`src/inc/ffm_pkg.sv`:
```
// shared constants for the fault flag and mask register pair
package ffm_pkg;
    // register word width and address width of the register port
    localparam int REG_W = 16;
    localparam int ADDR_W = 7;
    // register offsets
    localparam logic [ADDR_W-1:0] FLAGS_ADDR = 7'h06;
    localparam logic [ADDR_W-1:0] MASK_ADDR = 7'h07;
    // reset values
    localparam logic [REG_W-1:0] FLAGS_RESET = 16'h0000;
    localparam logic [REG_W-1:0] MASK_RESET = 16'h0040;
    // fault flag bit positions
    localparam int ROM_SUM_BIT = 0;
    localparam int MAP_SUM_BIT = 1;
    localparam int LINK_SUM_BIT = 2;
    localparam int BAD_WRITE_BIT = 3;
    localparam int BAD_READ_BIT = 4;
    localparam int EXT_LO_BIT = 5;
    localparam int EXT_HI_BIT = 11;
    // mask register fields
    localparam int TICK_ON_BIT = 12;
    localparam int POS_RANGE_BIT = 11;
    localparam int NEG_RANGE_BIT = 10;
    localparam int MASK_FLAG_HI = 11;
    localparam int RSVD_LO = 13;
    // writable bits of the mask, flags that exist in the flag register
    localparam logic [REG_W-1:0] MASK_RW_BITS = 16'h1fff;
    localparam logic [REG_W-1:0] FLAG_BITS = 16'h0fff;
    // checksum engine constants
    localparam logic [REG_W-1:0] SUM_POLY = 16'h1021;
    localparam logic [REG_W-1:0] SUM_SEED = 16'hffff;
    // map checker states
    typedef enum logic [2:0] {
        MC_OFF = 3'b001,
        MC_SWEEP = 3'b010,
        MC_CHECK = 3'b100
    } ffm_map_state_t;
    // power-up rom check states
    typedef enum logic [2:0] {
        RB_START = 3'b001,
        RB_WAIT = 3'b010,
        RB_DONE = 3'b100
    } ffm_rom_state_t;
endpackage

```
`src/design/ffm_crc_sweep.sv`:
```
// checksum engine that walks a word array by index and reports its crc
`timescale 1ns/100ps
`default_nettype none
module ffm_crc_sweep #(
    parameter int WORDS = 8,
    parameter int IDX_W = 3
) (
    input wire logic ref_clk_in,
    input wire logic resetn_in,
    input wire logic start_in,
    input wire logic [ffm_pkg::REG_W-1:0] word_in,
    output logic [IDX_W-1:0] index_out,
    output logic busy_out,
    output logic done_out,
    output logic [ffm_pkg::REG_W-1:0] sum_out
);
    import ffm_pkg::*;

    logic busy_q, busy_d, done_q, done_d;
    logic [IDX_W-1:0] idx_q, idx_d;
    logic [REG_W-1:0] crc_q, crc_d, sum_q, sum_d, crc_step;

    // one word folded into the running crc, msb first
    always_comb
    begin
        crc_step = crc_q;
        for (int i = REG_W - 1; i >= 0; i--)
        begin
            crc_step = {crc_step[REG_W-2:0], 1'b0} ^ ((crc_step[REG_W-1] ^ word_in[i]) ? SUM_POLY : '0);
        end
    end

    // sweep control: one word per clock, a start while busy is ignored
    always_comb
    begin
        busy_d = busy_q;
        idx_d = idx_q;
        crc_d = crc_q;
        sum_d = sum_q;
        done_d = 1'b0;
        if (!busy_q && start_in)
        begin
            busy_d = 1'b1;
            idx_d = '0;
            crc_d = SUM_SEED;
        end
        else if (busy_q)
        begin
            crc_d = crc_step;
            idx_d = idx_q + 1'b1;
            if (idx_q == IDX_W'(WORDS - 1))
            begin
                busy_d = 1'b0;
                done_d = 1'b1;
                sum_d = crc_step;
                idx_d = '0;
            end
        end
    end

    always_ff @(posedge ref_clk_in)
    begin
        if (!resetn_in)
        begin
            busy_q <= 1'b0;
            done_q <= 1'b0;
            idx_q <= '0;
            crc_q <= SUM_SEED;
            sum_q <= '0;
        end
        else
        begin
            busy_q <= busy_d;
            done_q <= done_d;
            idx_q <= idx_d;
            crc_q <= crc_d;
            sum_q <= sum_d;
        end
    end

    assign index_out = idx_q;
    assign busy_out = busy_q;
    assign done_out = done_q;
    assign sum_out = sum_q;
endmodule
`default_nettype wire

```
`src/design/ffm_fault_regs.sv`:
```
// sticky fault flag register, its mask register and the checksum monitors
`timescale 1ns/100ps
`default_nettype none
module ffm_fault_regs #(
    parameter int MAP_WORDS = 8,
    parameter int MAP_IDX_W = 3,
    parameter int ROM_WORDS = 16,
    parameter int ROM_IDX_W = 4,
    parameter logic [15:0] ROM_SUM_REF = 16'h0000
) (
    input wire logic ref_clk_in,
    input wire logic resetn_in,
    input wire logic reg_wr_in,
    input wire logic reg_rd_in,
    input wire logic [ffm_pkg::ADDR_W-1:0] reg_addr_in,
    input wire logic reg_addr_valid_in,
    input wire logic [ffm_pkg::REG_W-1:0] reg_wdata_in,
    output logic [ffm_pkg::REG_W-1:0] reg_rdata_out,
    input wire logic link_sum_fail_in,
    input wire logic [ffm_pkg::EXT_HI_BIT:ffm_pkg::EXT_LO_BIT] ext_fault_in,
    input wire logic map_write_in,
    input wire logic [ffm_pkg::REG_W-1:0] map_word_in,
    output logic [MAP_IDX_W-1:0] map_index_out,
    input wire logic [ffm_pkg::REG_W-1:0] rom_word_in,
    output logic [ROM_IDX_W-1:0] rom_index_out,
    output logic rom_check_done_out,
    output logic master_tick_counter_on_out,
    output logic pos_input_range_fault_on_out,
    output logic neg_input_range_fault_on_out,
    output logic [ffm_pkg::REG_W-1:0] fault_flags_out,
    output logic fault_any_out
);
    import ffm_pkg::*;

    logic [REG_W-1:0] flags_q, flags_d, mask_q, mask_d, rdata_q, rdata_d;
    logic [REG_W-1:0] events, set_bits, clr_bits;
    logic wr_flags, wr_mask, rd_flags, rd_mask;
    logic bad_wr, bad_rd;
    ffm_map_state_t mc_q, mc_d;
    ffm_rom_state_t rb_q, rb_d;
    logic [REG_W-1:0] map_ref_q, map_ref_d;
    logic map_ref_ok_q, map_ref_ok_d, dirty_q, dirty_d;
    logic map_start, map_busy, map_done, map_mismatch;
    logic [REG_W-1:0] map_sum, rom_sum;
    logic rom_start, rom_done, rom_mismatch;
    logic host_touch, map_on;

    // address decode of the register port
    assign wr_flags = reg_wr_in && reg_addr_valid_in && (reg_addr_in == FLAGS_ADDR);
    assign wr_mask = reg_wr_in && reg_addr_valid_in && (reg_addr_in == MASK_ADDR);
    assign rd_flags = reg_rd_in && reg_addr_valid_in && (reg_addr_in == FLAGS_ADDR);
    assign rd_mask = reg_rd_in && reg_addr_valid_in && (reg_addr_in == MASK_ADDR);
    assign bad_wr = reg_wr_in && !reg_addr_valid_in;
    assign bad_rd = reg_rd_in && !reg_addr_valid_in;
    assign map_on = mask_q[MAP_SUM_BIT];
    // any host write, to the map or to these registers, spoils the current sweep
    assign host_touch = map_write_in || wr_mask || wr_flags;

    // raw detection events at their flag positions
    always_comb
    begin
        events = '0;
        events[ROM_SUM_BIT] = rom_mismatch;
        events[MAP_SUM_BIT] = map_mismatch;
        events[LINK_SUM_BIT] = link_sum_fail_in;
        events[BAD_WRITE_BIT] = bad_wr;
        events[BAD_READ_BIT] = bad_rd;
        events[EXT_HI_BIT:EXT_LO_BIT] = ext_fault_in;
    end

    // a flag only sets while its enable is on; sets beat clears, zeros do nothing
    always_comb
    begin
        set_bits = events & mask_q & FLAG_BITS;
        clr_bits = wr_flags ? (reg_wdata_in & FLAG_BITS) : '0;
        flags_d = (flags_q & ~clr_bits) | set_bits;
    end

    // mask register: reserved bits never take a write
    always_comb
    begin
        mask_d = mask_q;
        if (wr_mask)
        begin
            mask_d = reg_wdata_in & MASK_RW_BITS;
        end
    end

    // read data is captured on the read strobe and held until the next read
    always_comb
    begin
        rdata_d = rdata_q;
        if (reg_rd_in)
        begin
            rdata_d = rd_flags ? flags_q : (rd_mask ? mask_q : '0);
        end
    end

    always_ff @(posedge ref_clk_in)
    begin
        if (!resetn_in)
        begin
            flags_q <= FLAGS_RESET;
            mask_q <= MASK_RESET;
            rdata_q <= '0;
        end
        else
        begin
            flags_q <= flags_d;
            mask_q <= mask_d;
            rdata_q <= rdata_d;
        end
    end

    // background map checker: first clean pass sets the reference; a pass disturbed by a host
    // write may mix old and new words, so it only forgets the reference instead of flagging
    always_comb
    begin
        mc_d = mc_q;
        map_ref_d = map_ref_q;
        map_ref_ok_d = map_ref_ok_q;
        dirty_d = dirty_q || host_touch;
        map_start = 1'b0;
        map_mismatch = 1'b0;
        unique case (mc_q)
            MC_OFF:
            begin
                map_ref_ok_d = 1'b0;
                dirty_d = 1'b0;
                if (map_on)
                begin
                    mc_d = MC_SWEEP;
                end
            end
            MC_SWEEP:
            begin
                map_start = !map_busy && !map_done;
                if (map_done)
                begin
                    mc_d = MC_CHECK;
                end
            end
            MC_CHECK:
            begin
                if (dirty_q || host_touch)
                begin
                    map_ref_ok_d = 1'b0;
                end
                else if (!map_ref_ok_q)
                begin
                    map_ref_d = map_sum;
                    map_ref_ok_d = 1'b1;
                end
                else
                begin
                    map_mismatch = (map_sum != map_ref_q);
                end
                dirty_d = 1'b0;
                mc_d = map_on ? MC_SWEEP : MC_OFF;
            end
            default:
            begin
                mc_d = MC_OFF;
            end
        endcase
    end

    always_ff @(posedge ref_clk_in)
    begin
        if (!resetn_in)
        begin
            mc_q <= MC_OFF;
            map_ref_q <= '0;
            map_ref_ok_q <= 1'b0;
            dirty_q <= 1'b0;
        end
        else
        begin
            mc_q <= mc_d;
            map_ref_q <= map_ref_d;
            map_ref_ok_q <= map_ref_ok_d;
            dirty_q <= dirty_d;
        end
    end

    // one rom sweep after every reset; the result is judged once
    always_comb
    begin
        rb_d = rb_q;
        rom_start = 1'b0;
        rom_mismatch = 1'b0;
        unique case (rb_q)
            RB_START:
            begin
                rom_start = 1'b1;
                rb_d = RB_WAIT;
            end
            RB_WAIT:
            begin
                if (rom_done)
                begin
                    rom_mismatch = (rom_sum != ROM_SUM_REF);
                    rb_d = RB_DONE;
                end
            end
            RB_DONE:
            begin
                rb_d = RB_DONE;
            end
            default:
            begin
                rb_d = RB_DONE;
            end
        endcase
    end

    always_ff @(posedge ref_clk_in)
    begin
        if (!resetn_in)
        begin
            rb_q <= RB_START;
        end
        else
        begin
            rb_q <= rb_d;
        end
    end

    ffm_crc_sweep #(
        .WORDS(MAP_WORDS),
        .IDX_W(MAP_IDX_W)
    ) u_map_sweep (
        .ref_clk_in(ref_clk_in),
        .resetn_in(resetn_in),
        .start_in(map_start),
        .word_in(map_word_in),
        .index_out(map_index_out),
        .busy_out(map_busy),
        .done_out(map_done),
        .sum_out(map_sum)
    );

    ffm_crc_sweep #(
        .WORDS(ROM_WORDS),
        .IDX_W(ROM_IDX_W)
    ) u_rom_sweep (
        .ref_clk_in(ref_clk_in),
        .resetn_in(resetn_in),
        .start_in(rom_start),
        .word_in(rom_word_in),
        .index_out(rom_index_out),
        .busy_out(),
        .done_out(rom_done),
        .sum_out(rom_sum)
    );

    // outputs; enables come straight from mask flip-flops
    assign reg_rdata_out = rdata_q;
    assign fault_flags_out = flags_q;
    assign fault_any_out = |(flags_q & mask_q & FLAG_BITS);
    assign master_tick_counter_on_out = mask_q[TICK_ON_BIT];
    assign pos_input_range_fault_on_out = mask_q[POS_RANGE_BIT];
    assign neg_input_range_fault_on_out = mask_q[NEG_RANGE_BIT];
    assign rom_check_done_out = (rb_q == RB_DONE);

    // longest wait from the rom sweep start to its verdict
    localparam int ROM_DONE_MAX = ROM_WORDS + 2;
endmodule
`default_nettype wire

```
`config.mk`:
```
export PLATFORM = sky130hd
export DESIGN_NAME = ffm_fault_regs
export DESIGN_NICKNAME = d
export VERILOG_FILES = /design/src/inc/ffm_pkg.sv /design/src/design/ffm_crc_sweep.sv /design/src/design/ffm_fault_regs.sv
export SDC_FILE = /design/constraint.sdc
export NUM_CORES = 1
export LEC_CHECK = 0
export CAP_MARGIN = 20
export CORE_MARGIN = 3
export CORE_UTILIZATION = 45
export DETAILED_ROUTE_END_ITERATION = 16
export DONT_BUFFER_PORTS = 1
export MAX_ROUTING_LAYER = met4
export PLACE_DENSITY = 0.59
export SETUP_SLACK_MARGIN = 0.3
export SYNTH_ARGS = -nofsm -noshare
export SYNTH_HDL_FRONTEND = slang
export SYNTH_SLANG_ARGS = --single-unit
export TNS_END_PERCENT = 5
```
`constraint.sdc`:
```
create_clock -name ref_clk_in -period 2.39 [get_ports ref_clk_in]
set_input_delay 0.1195 -clock ref_clk_in [delete_from_list [all_inputs] [get_ports ref_clk_in]]
set_output_delay 0.1195 -clock ref_clk_in [all_outputs]
set_load 0.05 [all_outputs]
```
==> flow_summary_export.csv <==
group,metric,value,unit
worst_setup_path,start_kind,"register",
yosys,ys_ff_latch,137,
worst_setup_path,critical_path_required,2.69,ns
outcome,outcome,"completed",
yosys,synth_cell_types,49,
yosys,synthesis.area,6603,um^2
yosys,synth_warnings,0,
timing,skew,0.008635,ns
floorplan,die_h,127.1,um
detailed_routing,dr.pass1.iters,4,
timing,slew_headroom,41.51,%
clocking,cts_buffers,17,
yosys,synth_ff_type,"dfxtp_1",
detailed_routing,routedWlPerCell,16.02,um
timing,fin_crit,2.063,ns
detailed_routing,viasPerCell,5.324,
timing,rsz0062_at_grt,"true",
finish,final_common_cell,"dfxtp_1",
yosys,synthSimpleGateAreaFrac,16.30,%
yosys,synth_area_leaders,"dfxtp_1 (42%), xnor2_1 (8.9%), nor2_1 (5.9%)",
placement,gp_congestion,0.8289,
grt,track_usage,20.39,%
yosys,synth_xor_area_share,21.39,%
worst_hold_path,worstHoldPathType,"primary input to register",
clocking,clk_latency,0.42,ns
flow_run,maxCapViolations,0,
timing,fmax,484.7,MHz
yosys,synth.top_cell.area_share,41.54,%
yosys,syn_inst,718,
placement,portBuffers,0,
detailed_routing,initialDrtViolationCount,247,
floorplan,die_area,16160,um^2
grt,grt_pass1_vias,5159,
yosys,seq_area_frac_synth,41.54,%
floorplan,initial_core_util,46.84,%
yosys,ys_async_sr_fraction,0,%
placement,dpl_cell_area,6864,um^2
grt,overflow,0,
yosys,synthAdderAreaFrac,0.5685,%
worst_setup_path,cp-end-kind,"register",
power_and_ir_drop,leakage,3.031,nW
clocking,cts_buffer_depth,2,
detailed_routing,vias,5154,
finish,instances_no_fill,968,
yosys,yosysTopAreaCell,"dfxtp_1",
power_and_ir_drop,powerDensity,858.7,nW/um^2
floorplan,io_pins,113,
power_and_ir_drop,vdd_drop_max,0.5569,mV
finish,layout-drive-gt1-share,12.44,%
grt,grt_start_max_net_pins,72,
finish,final_cell_mix,"dfxtp_1 (136), nor2_1 (104), nand2_1 (67)",
detailed_routing,totalWireLength,15.51,mm
yosys,syn-mean-instance-area,9.196,um^2
floorplan,rows,43,
timing,fin_crit_sh,86.32,%
detailed_routing,antenna_left,0,
placement,dp.cells,889,
placement,post-dp-hpwl,10.61,mm
yosys,synth_top_family_by_area,"XOR/XNOR gates",
floorplan,core,14100,um^2
clocking,clock-sinks,137,
finish,nNetsFinal,848,
timing,worstMarginPinSlew,0.8736,ns
worst_setup_path,crit_fanout,5,
clocking,h-tree-depth,4,
finish,antenna_cells,0,
detailed_routing,drc,0,
timing,slew_violations,0,
worst_setup_path,crit_type,"register to register",
worst_setup_path,worstPathArrival,2.36,ns
timing,setup_tns,0,ns
timing,hold_violations,0,
grt,antenna_found_initial,0,
finish,area_growth,21.22,%
clocking,cts_tree,"built",
floorplan,chipWidth,127.1,um
finish,design_area,8004,um^2
timing,setup_viol_count_final,0,
grt,grt_first_pass_wirelength,25.88,mm
power_and_ir_drop,finalPower,0.006873,W
yosys,synth-compound-area-share,12.11,%
clocking,clockRootBuffer,"clkbuf_16",
yosys,synthMuxAreaShare,4.700,%
yosys,synth_edf_count,0,
clocking,clkTransAtPathRegs,0.05,ns
## logic make-up after synthesis
group                      Yosys count
AOI/OAI and AO/OA                  128
muxes                               31
xor gates and xnor gates           131
and+or+nand+nor                    239
buffers and inverters               48
other                                1
DFF                                137
adders and majority gates            3
## power by group
part	total [W]	internal [W]	leakage, nW	switching [W]
combinational	0.00188	0.000912	1.64	0.000966
sequential	0.00238	0.00234	1.11	0.0000481
clock	0.00261	0.00168	0.283	0.000927
total	0.00687	0.00493	3.03	0.00194
## registers in the layout, indices dropped and copies added (netlist names), 4 cells and up
register and count:
fault_flags_out 12, map_ref_q 16, mask_q 13, reg_rdata_out 13
u_map_sweep.crc_q 16, u_map_sweep.sum_out 16, u_rom_sweep.crc_q 16, u_rom_sweep.index_out 4
u_rom_sweep.sum_out 16
## worst paths after layout
path,cells after the start,to,slack [ns],start
worst min-delay path,4,reg_rdata_out[1]$_SDFFE_PN0P_,0.01,reg_addr_in[0]
worst min register to register,2,mc_q[2]$_SDFFE_PN0P_,0.44,u_map_sweep.done_out$_SDFF_PP0_
worst max register to register,6,u_map_sweep.crc_q[5]$_SDFFE_PP1P_,0.33,u_map_sweep.crc_q[12]$_SDFFE_PP1P_
worst max-delay path,6,u_map_sweep.crc_q[5]$_SDFFE_PP1P_,0.33,u_map_sweep.crc_q[12]$_SDFFE_PP1P_
## per-stage QoR
step | utilization (%) | worst slack, ns | hold WS (ns)
floorplan | - | 0.4280 | 0.2446
global placement | 48.70 | 0.2405 | 0.1879
detailed placement | 48.70 | 0.2261 | 0.1895
CTS | 56.01 | 0.2259 | 0.006674
global route | 56.78 | 0.2531 | 0.03255
finish | 56.78 | 0.3268 | 0.01176
## metal layers
metal | up-vias | wire length, um | share of wire (%) | global-route usage (%)
met1 | 2438 | 7053 | 45 | 25.85
met2 | 143 | 7200 | 46 | 31.29
met5 | - | 0 | 0 | -
li1 | 2553 | - | - | -
met3 | 20 | 1045 | 6.7 | 6.104
met4 | 0 | 206 | 1.3 | 6.814
## final cells by class
type / instances / area (um^2)
clock inverters: 8 / 120.1
flip-flops and latches: 137 / 2744
well taps: 180 / 225.2
inverters: 5 / 18.77
clock buffers: 23 / 467.9
fillers: 1238 / 6092
multi-input cells: 539 / 3750
repair buffers: 76 / 678.2
## repair_timing
item                       4_1_cts  5_1_grt
pin swaps                        0        5
hold endpoints to repair        52        0
hold buffers                    43        0
setup buffers                    0        5
setup endpoints to repair        7       32
resized for setup                2       11
## synthesized netlist by cell type (2+ instances only)
master	number
dfxtp_1	137
nor2_1	104
nand2_1	67
xnor2_1	67
a21oi_1	43
xor2_1	38
mux2i_1	31
o21ai_0	30
clkbuf_1	26
a211oi_1	24
nand3_1	16
xnor2_2	13
a211o_1	10
nor3_1	9
a22oi_1	8
nand3b_1	8
nor4_1	8
buf_4	7
nand2b_1	6
xnor3_2	6
buf_2	5
and2_1	4
buf_1	4
inv_1	4
xnor3_1	4
a221oi_1	3
a22o_1	3
ha_1	3
nand4_1	3
nor3b_1	3
xor2_2	3
a32oi_1	2
and3_1	2
o21ai_1	2
## critical path: stages, from the launching register on
cell     delay, ns
dfxtp_1       0.41
xor2_2        0.23
xnor2_2       0.18
xnor3_2       0.56
xor2_1        0.27
nor2_1        0.08
a211o_1       0.22
No activity file was read; power rests on OpenSTA's default activity.
